File: src/irc_pkg.sv
// constants of the interrupt line configuration register block
package irc_pkg;
  localparam int          ADDR_W      = 12;
  localparam int          DATA_W      = 32;
  localparam int          STRB_W      = DATA_W / 8;
  localparam logic [11:0] CFG_OFFSET  = 12'h000;
  localparam int          PRIO_LSB    = 0;
  localparam int          PRIO_W      = 4;
  localparam int          TGT_BIT     = 8;
  localparam int          EN_BIT      = 16;
  localparam int          POL_BIT     = 17;
  localparam int          RESV_LSB    = 18;
  localparam int          RESV_MSB    = 24;
  localparam int          WE_POL_BIT  = 25;
  localparam int          WE_EN_BIT   = 26;
  localparam int          WE_TGT_BIT  = 27;
  localparam int          WE_PRIO_BIT = 28;
  localparam int          TOP_BIT     = 31;
  localparam logic [3:0]  PRIO_RST    = 4'h0;
  localparam logic [3:0]  PRIO_MASKED = 4'h0;
  localparam logic        TGT_RST     = 1'h0;
  localparam logic        EN_RST      = 1'h0;
  localparam logic        POL_RST     = 1'h0;
  localparam logic [1:0]  RESP_OKAY   = 2'h0;
  localparam logic [1:0]  RESP_DECERR = 2'h3;

  typedef enum logic {
    IRC_RD_IDLE,
    IRC_RD_DATA
  } irc_rd_state_e;
endpackage

File: src/irc_cfg_field.sv
// one write-enable gated configuration field
`timescale 1ns/1ps
`default_nettype none
module irc_cfg_field #(
  parameter int           W   = 1,
  parameter logic [W-1:0] RST = '0
) (
  input  wire logic         aclk,
  input  wire logic         aresetn,
  input  wire logic         ce,
  input  wire logic         upd,
  input  wire logic [W-1:0] din,
  output var  logic [W-1:0] q
);
  logic [W-1:0] next_q;

  always_comb begin
    next_q = q;
    if (ce && upd) begin
      next_q = din;
    end
  end

  always_ff @(posedge aclk) begin
    if (!aresetn) begin
      q <= RST;
    end else begin
      q <= next_q;
    end
  end
endmodule
`default_nettype wire

File: src/irc_line_cfg.sv
// line request configuration register with axi4-lite slave
`timescale 1ns/1ps
`default_nettype none
module irc_line_cfg
  import irc_pkg::*;
(
  input  wire logic              aclk,
  input  wire logic              aresetn,
  input  wire logic              ce,
  input  wire logic [ADDR_W-1:0] s_axi_awaddr,
  input  wire logic [2:0]        s_axi_awprot,
  input  wire logic              s_axi_awvalid,
  output var  logic              s_axi_awready,
  input  wire logic [DATA_W-1:0] s_axi_wdata,
  input  wire logic [STRB_W-1:0] s_axi_wstrb,
  input  wire logic              s_axi_wvalid,
  output var  logic              s_axi_wready,
  output var  logic [1:0]        s_axi_bresp,
  output var  logic              s_axi_bvalid,
  input  wire logic              s_axi_bready,
  input  wire logic [ADDR_W-1:0] s_axi_araddr,
  input  wire logic [2:0]        s_axi_arprot,
  input  wire logic              s_axi_arvalid,
  output var  logic              s_axi_arready,
  output var  logic [DATA_W-1:0] s_axi_rdata,
  output var  logic [1:0]        s_axi_rresp,
  output var  logic              s_axi_rvalid,
  input  wire logic              s_axi_rready,
  input  wire logic              req_line,
  output var  logic              line_enable,
  output var  logic              line_target,
  output var  logic [PRIO_W-1:0] line_priority,
  output var  logic              line_active_low,
  output var  logic              line_asserted,
  output var  logic              normal_irq_req,
  output var  logic              fast_irq_req
);
  // write channel holding state
  logic              aw_full;
  logic              w_full;
  logic [ADDR_W-1:0] aw_addr;
  logic [DATA_W-1:0] w_data;
  logic [STRB_W-1:0] w_strb;
  logic              next_aw_full;
  logic              next_w_full;
  logic [ADDR_W-1:0] next_aw_addr;
  logic [DATA_W-1:0] next_w_data;
  logic [STRB_W-1:0] next_w_strb;
  logic              next_awready;
  logic              next_wready;
  logic              next_bvalid;
  logic [1:0]        next_bresp;
  logic              do_wr;
  logic              wr_hit;

  // read channel state
  irc_rd_state_e     rd_state;
  irc_rd_state_e     next_rd_state;
  logic              next_arready;
  logic              next_rvalid;
  logic [DATA_W-1:0] next_rdata;
  logic [1:0]        next_rresp;
  logic [DATA_W-1:0] cfg_view;

  // field update strobes
  logic upd_prio;
  logic upd_tgt;
  logic upd_en;
  logic upd_pol;
  logic we_lane;

  function automatic logic addr_hit(input logic [ADDR_W-1:0] a);
    addr_hit = (a[ADDR_W-1:2] == CFG_OFFSET[ADDR_W-1:2]);
  endfunction

  always_comb begin
    next_aw_full = aw_full;
    next_w_full  = w_full;
    next_aw_addr = aw_addr;
    next_w_data  = w_data;
    next_w_strb  = w_strb;
    next_bvalid  = s_axi_bvalid;
    next_bresp   = s_axi_bresp;
    do_wr        = 1'b0;
    wr_hit       = addr_hit(aw_addr);
    if (ce) begin
      if (s_axi_awvalid && s_axi_awready) begin
        next_aw_full = 1'b1;
        next_aw_addr = s_axi_awaddr;
      end
      if (s_axi_wvalid && s_axi_wready) begin
        next_w_full = 1'b1;
        next_w_data = s_axi_wdata;
        next_w_strb = s_axi_wstrb;
      end
      if (s_axi_bvalid && s_axi_bready) begin
        next_bvalid = 1'b0;
      end
      if (aw_full && w_full && !s_axi_bvalid) begin
        do_wr        = 1'b1;
        next_aw_full = 1'b0;
        next_w_full  = 1'b0;
        next_bvalid  = 1'b1;
        next_bresp   = wr_hit ? RESP_OKAY : RESP_DECERR;
      end
    end
    next_awready = !next_aw_full && !next_bvalid;
    next_wready  = !next_w_full && !next_bvalid;
  end

  always_ff @(posedge aclk) begin
    if (!aresetn) begin
      aw_full       <= 1'b0;
      w_full        <= 1'b0;
      aw_addr       <= '0;
      w_data        <= '0;
      w_strb        <= '0;
      s_axi_awready <= 1'b0;
      s_axi_wready  <= 1'b0;
      s_axi_bvalid  <= 1'b0;
      s_axi_bresp   <= RESP_OKAY;
    end else begin
      aw_full       <= next_aw_full;
      w_full        <= next_w_full;
      aw_addr       <= next_aw_addr;
      w_data        <= next_w_data;
      w_strb        <= next_w_strb;
      s_axi_awready <= next_awready;
      s_axi_wready  <= next_wready;
      s_axi_bvalid  <= next_bvalid;
      s_axi_bresp   <= next_bresp;
    end
  end

  // a field moves only when its write-enable bit and both lanes are written
  always_comb begin
    we_lane  = do_wr && wr_hit && w_strb[WE_PRIO_BIT / 8];
    upd_prio = we_lane && w_data[WE_PRIO_BIT]
               && w_strb[PRIO_LSB / 8];
    upd_tgt  = we_lane && w_data[WE_TGT_BIT]
               && w_strb[TGT_BIT / 8];
    upd_en   = we_lane && w_data[WE_EN_BIT]
               && w_strb[EN_BIT / 8];
    upd_pol  = we_lane && w_data[WE_POL_BIT]
               && w_strb[POL_BIT / 8];
  end

  irc_cfg_field #(.W(PRIO_W), .RST(PRIO_RST)) u_prio (
    .aclk    (aclk),
    .aresetn (aresetn),
    .ce      (ce),
    .upd     (upd_prio),
    .din     (w_data[PRIO_LSB +: PRIO_W]),
    .q       (line_priority)
  );

  irc_cfg_field #(.W(1), .RST(TGT_RST)) u_tgt (
    .aclk    (aclk),
    .aresetn (aresetn),
    .ce      (ce),
    .upd     (upd_tgt),
    .din     (w_data[TGT_BIT]),
    .q       (line_target)
  );

  irc_cfg_field #(.W(1), .RST(EN_RST)) u_en (
    .aclk    (aclk),
    .aresetn (aresetn),
    .ce      (ce),
    .upd     (upd_en),
    .din     (w_data[EN_BIT]),
    .q       (line_enable)
  );

  irc_cfg_field #(.W(1), .RST(POL_RST)) u_pol (
    .aclk    (aclk),
    .aresetn (aresetn),
    .ce      (ce),
    .upd     (upd_pol),
    .din     (w_data[POL_BIT]),
    .q       (line_active_low)
  );

  irc_req_route u_route (
    .aclk           (aclk),
    .aresetn        (aresetn),
    .ce             (ce),
    .req_line       (req_line),
    .active_low     (line_active_low),
    .enable         (line_enable),
    .target         (line_target),
    .priority_level (line_priority),
    .req_active     (line_asserted),
    .normal_req     (normal_irq_req),
    .fast_req       (fast_irq_req)
  );

  // read view: write enables and reserved bits are zero
  always_comb begin
    cfg_view                        = '0;
    cfg_view[PRIO_LSB +: PRIO_W]    = line_priority;
    cfg_view[TGT_BIT]               = line_target;
    cfg_view[EN_BIT]                = line_enable;
    cfg_view[POL_BIT]               = line_active_low;
  end

  always_comb begin
    next_rd_state = rd_state;
    next_arready  = s_axi_arready;
    next_rvalid   = s_axi_rvalid;
    next_rdata    = s_axi_rdata;
    next_rresp    = s_axi_rresp;
    if (ce) begin
      case (rd_state)
        IRC_RD_IDLE: begin
          next_arready = 1'b1;
          if (s_axi_arvalid && s_axi_arready) begin
            next_rd_state = IRC_RD_DATA;
            next_arready  = 1'b0;
            next_rvalid   = 1'b1;
            if (addr_hit(s_axi_araddr)) begin
              next_rdata = cfg_view;
              next_rresp = RESP_OKAY;
            end else begin
              next_rdata = '0;
              next_rresp = RESP_DECERR;
            end
          end
        end
        IRC_RD_DATA: begin
          if (s_axi_rready) begin
            next_rd_state = IRC_RD_IDLE;
            next_rvalid   = 1'b0;
            next_arready  = 1'b1;
          end
        end
        default: begin
          next_rd_state = IRC_RD_IDLE;
          next_rvalid   = 1'b0;
          next_arready  = 1'b0;
        end
      endcase
    end
  end

  always_ff @(posedge aclk) begin
    if (!aresetn) begin
      rd_state      <= IRC_RD_IDLE;
      s_axi_arready <= 1'b0;
      s_axi_rvalid  <= 1'b0;
      s_axi_rdata   <= '0;
      s_axi_rresp   <= RESP_OKAY;
    end else begin
      rd_state      <= next_rd_state;
      s_axi_arready <= next_arready;
      s_axi_rvalid  <= next_rvalid;
      s_axi_rdata   <= next_rdata;
      s_axi_rresp   <= next_rresp;
    end
  end
endmodule
`default_nettype wire

File: src/irc_req_route.sv
// request line qualification and routing to normal or fast output
`timescale 1ns/1ps
`default_nettype none
module irc_req_route
  import irc_pkg::*;
(
  input  wire logic              aclk,
  input  wire logic              aresetn,
  input  wire logic              ce,
  input  wire logic              req_line,
  input  wire logic              active_low,
  input  wire logic              enable,
  input  wire logic              target,
  input  wire logic [PRIO_W-1:0] priority_level,
  output var  logic              req_active,
  output var  logic              normal_req,
  output var  logic              fast_req
);
  logic next_active;
  logic next_normal;
  logic next_fast;
  logic qualified;

  always_comb begin
    next_active = req_active;
    next_normal = normal_req;
    next_fast   = fast_req;
    qualified   = 1'b0;
    if (ce) begin
      next_active = req_line ^ active_low;
      qualified   = next_active && enable
                    && (priority_level != PRIO_MASKED);
      next_normal = qualified && target;
      next_fast   = qualified && !target;
    end
  end

  always_ff @(posedge aclk) begin
    if (!aresetn) begin
      req_active <= 1'b0;
      normal_req <= 1'b0;
      fast_req   <= 1'b0;
    end else begin
      req_active <= next_active;
      normal_req <= next_normal;
      fast_req   <= next_fast;
    end
  end
endmodule
`default_nettype wire

File: config.mk
export PLATFORM = sky130hd
export DESIGN_NAME = irc_line_cfg
export DESIGN_NICKNAME = d
export VERILOG_FILES = /design/src/irc_pkg.sv /design/src/irc_cfg_field.sv /design/src/irc_line_cfg.sv /design/src/irc_req_route.sv
export SDC_FILE = /design/constraint.sdc
export NUM_CORES = 1
export LEC_CHECK = 0
export BUFFER_PORTS_ARGS = -buffer_cell sky130_fd_sc_hd__buf_2
export CELL_PAD_IN_SITES_DETAIL_PLACEMENT = 1
export CELL_PAD_IN_SITES_GLOBAL_PLACEMENT = 1
export CORE_UTILIZATION = 32
export CTS_CLUSTER_DIAMETER = 120
export CTS_CLUSTER_SIZE = 28
export DETAILED_ROUTE_END_ITERATION = 8
export PLACE_DENSITY_LB_ADDON = 0.1
export REMOVE_ABC_BUFFERS = 1
export SKIP_CTS_REPAIR_TIMING = 1
export SLEW_MARGIN = 5
export SYNTH_ARGS = -nofsm -noshare
export SYNTH_HDL_FRONTEND = slang
export SYNTH_SLANG_ARGS = --single-unit
File: constraint.sdc
create_clock -name aclk -period 3.3 [get_ports aclk]
set_input_delay 0.495 -clock aclk [delete_from_list [all_inputs] [get_ports aclk]]
set_output_delay 0.495 -clock aclk [all_outputs]
set_load 0.01 [all_outputs]
==> summary.txt <==
Die
  • Core ar.: 0.00646 mm²
  • Die height: 84.3 µm
  • Row cnt: 29
  • Die Wd: 84.3 µm
  • I/O pin total: 126
  • Initial core utilization: 0.336
  • DIE AREA: 0.00711 mm²

Place
  • DP Area: 0.00245 mm²
  • DP Wirelength: 3610 µm
  • Placed cell count: 398
  • Dpl ws: 1290 ps
  • GP Congestion: 0.689
  • # port buffers: 69

Layout
  • Design Area, Final: 0.00255 mm²
  • Non-Filler Instances: 406
  • Fin nets: 403
  • Layout cell share with drive strength beyond 1: 0.243
  • Final Util: 0.394
  • Area growth, synth to finish: 17.4%
  • Antenna Cells: 0

Global route
  • Global-route wire length before repair: 7890 µm
  • Grt total ovfl: 0
  • Largest net degree at the start of global routing: 33
  • Initial antenna violation count: 0
  • Vias in the first global route: 1664
  • GR Util All Layers: 0.139

Yosys
  • Most used DFF post-synth: dfxtp_1
  • Post-synth cell types: 27
  • Gate Count Post-Synth: 267
  • Sequential area share after synthesis: 0.480
  • Synthesized cell area: 0.00217 mm²
  • Post-synth top area share: 0.480
  • Synth Register Bits: 52
  • Post-synth top area cell: dfxtp_1
  • Yosys synthesis warning count: 0
  • Post-synth EDFFs: 0
  • Async S/R FF share, synth: 0
  • Synth top area cells: dfxtp_1 48%, nand2_1 14%, buf_4 9.3%, a21oi_1 7.2%, mux2i_1 3.7%
  • Post-synthesis average cell area: 8.13 µm²

CTS
  • H-Tree Depth: 2
  • Clock Tree Root: clkbuf_8
  • CTS tree: yes
  • Register clock-pin slew on the reported worst setup and hold paths: 90 ps
  • Cts bufs inserted: 5
  • Clk buf depth: 2
  • Clock Latency Late Sink: 300 ps
  • Total clock sinks: 52

Pwr
  • Worst vdd ir: 0.159 mV
  • Leakage power: 1.13 nW
  • Tot Pwr: 1.13 mW
  • PwrDens: 445 mW/mm²
  • Switch Pwr: 0.277 mW
  • Sw frac: 0.245
  • Logic pwr share: 0.093
  • Clock power share: 0.329
  • Sequential Power Share: 0.578
  • Int Power: 0.856 mW

Critical path
  • Crit path max-delay family: simple AND/OR/NAND/NOR gates
  • CP cell instances: buf_2 -> and3_1 -> nor2b_1 -> buf_4 -> nand4_1 -> o211a_1
  • Worst Setup Start Kind: input pin
  • Crit path arrival time: 1880 ps
  • Type of the worst setup path: input pin to register
  • CP max stage delay: 340 ps
  • Worst-path maximum fanout: 14
  • Worst EP required: 3490 ps
  • CP Buf/Inv Count: 2
  • Critical Path End Type: register
  • Slowest cell on crit path: nand4_1

Outcome
  • Status: finished, violations left
  • Failing checks: DRC

Timing
  • Final WS setup: 1620 ps
  • Min Hold Slack: 416 ps
  • Final setup TNS: 0 ps
  • Period utilisation layout: 0.510
  • Slew Limit Headroom: 0.311
  • Setup Skew: 9.53 ps
  • Tightest Pin Transition: 1030 ps
  • Fmax: 0.594 GHz
  • Unrepaired setup endpoints after global routing: false
  • Final Setup Violations: 0
  • Fin crit period: 1680 ps
  • Fin. max-slew vios: 0
  • Final hold vios: 0

Drt
  • DRT Wirelength: 4890 µm
  • Routed length per instance: 12.1 µm
  • Starting DRT DRC Count: 55
  • Via count: 1851
  • Via density: 4.56
  • DRC Markers: 16
  • Pre-Repair DR Iteration Count: 6
  • Post-DRT Antenna Nets: 0

Min path
  • Hold crit path type: input pin to register

Run
  • Max Cap Viol: 0
[power groups by stage]
stage	Sequential, mW	Combinational [mW]	Clock, mW
after floorplan	0.671	0.0524	0
after global placement	0.670	0.106	0
after detailed placement	0.670	0.107	0
after CTS	0.656	0.108	0.391
after global routing	0.658	0.120	0.409
final	0.655	0.106	0.373
[layer usage]
layer  part of all wire  global-route usage  vias up
met1               0.47               0.182      828
met5                  0                   0        -
met3              0.069              0.0364        9
met4              0.017              0.0493        0
met2               0.44               0.224       67
li1                   -                   -      947
[cell families after synthesis]
family / after synthesis / synth area share
simple gates: 121 / 0.250
other cells: 1 / 0.00173
buf+inv: 43 / 0.125
flops: 52 / 0.480
mux: 8 / 0.0369
xor+xnor: 1 / 0.00404
compound gates: 41 / 0.102
[final timing paths]
kind / from / end / slack (ps) / cells past startpoint
setup / recovery: ce / s_axi_rresp[0]$_SDFFE_PN0P_ / 1620 / 6
hold / removal: s_axi_awaddr[10] / aw_addr[10]$_SDFFE_PN0P_ / 420 / 3
setup reg to reg: aw_addr[11]$_SDFFE_PN0P_ / u_prio.q[1]$_SDFFE_PN0P_ / 1720 / 4
hold reg to reg: w_full$_SDFF_PN0_ / s_axi_wready$_SDFF_PN0_ / 450 / 1
[layout make-up]
cell class                 count  area, µm²
fill                         828       3910
sequential                    52       1040
multi-input combinational    196        947
timing repair buffer          71        360
tap                           77       96.3
clock buffer                   7       86.3
clock inverter                 1       7.51
inverter                       2       7.51
[synthesized netlist by cell type (2+ instances only)]
cell type / n
clkbuf_1: 12
o22ai_1: 7
mux2i_1: 8
nand3_1: 3
nor3_1: 4
nor2_1: 14
a21oi_1: 31
nand4_1: 2
nor4_1: 4
nand2_1: 82
buf_4: 27
nand2b_1: 3
dfxtp_1: 52
nor4_4: 2
inv_1: 2
and3_1: 3
[sequential cells by signal, indices dropped and copies added, names as in the netlist, 4 cells and up]
signal       cells
aw_addr         10
u_prio.q         4
w_strb           4
w_data          11
s_axi_rdata      7
[worst register-to-register path: stages, from the launching register on]
cell	delay, ps
dfxtp_1	340
nor4_4	320
nand3_1	140
or3_1	500
mux2i_1	160
[layout by cell type, fill, tap and decap left out, types with 2 or more instances in the layout]
| master | netlist | layout |
|---|---|---|
| clkbuf_8 | 0 | 6 |
| nand3_1 | 3 | 3 |
| nand2b_1 | 3 | 3 |
| o22ai_1 | 7 | 7 |
| buf_4 | 27 | 2 |
| buf_2 | 1 | 69 |
| nor4_4 | 2 | 2 |
| a21oi_1 | 31 | 31 |
| nand4_1 | 2 | 2 |
| mux2i_1 | 8 | 8 |
| dfxtp_1 | 52 | 52 |
| conb_1 | 1 | 25 |
| nor3_1 | 4 | 4 |
| inv_1 | 2 | 2 |
| and3_1 | 3 | 3 |
| nor4_1 | 4 | 4 |
| nand2_1 | 82 | 82 |
| nor2_1 | 14 | 14 |
(Power assumes the default switching activity.)
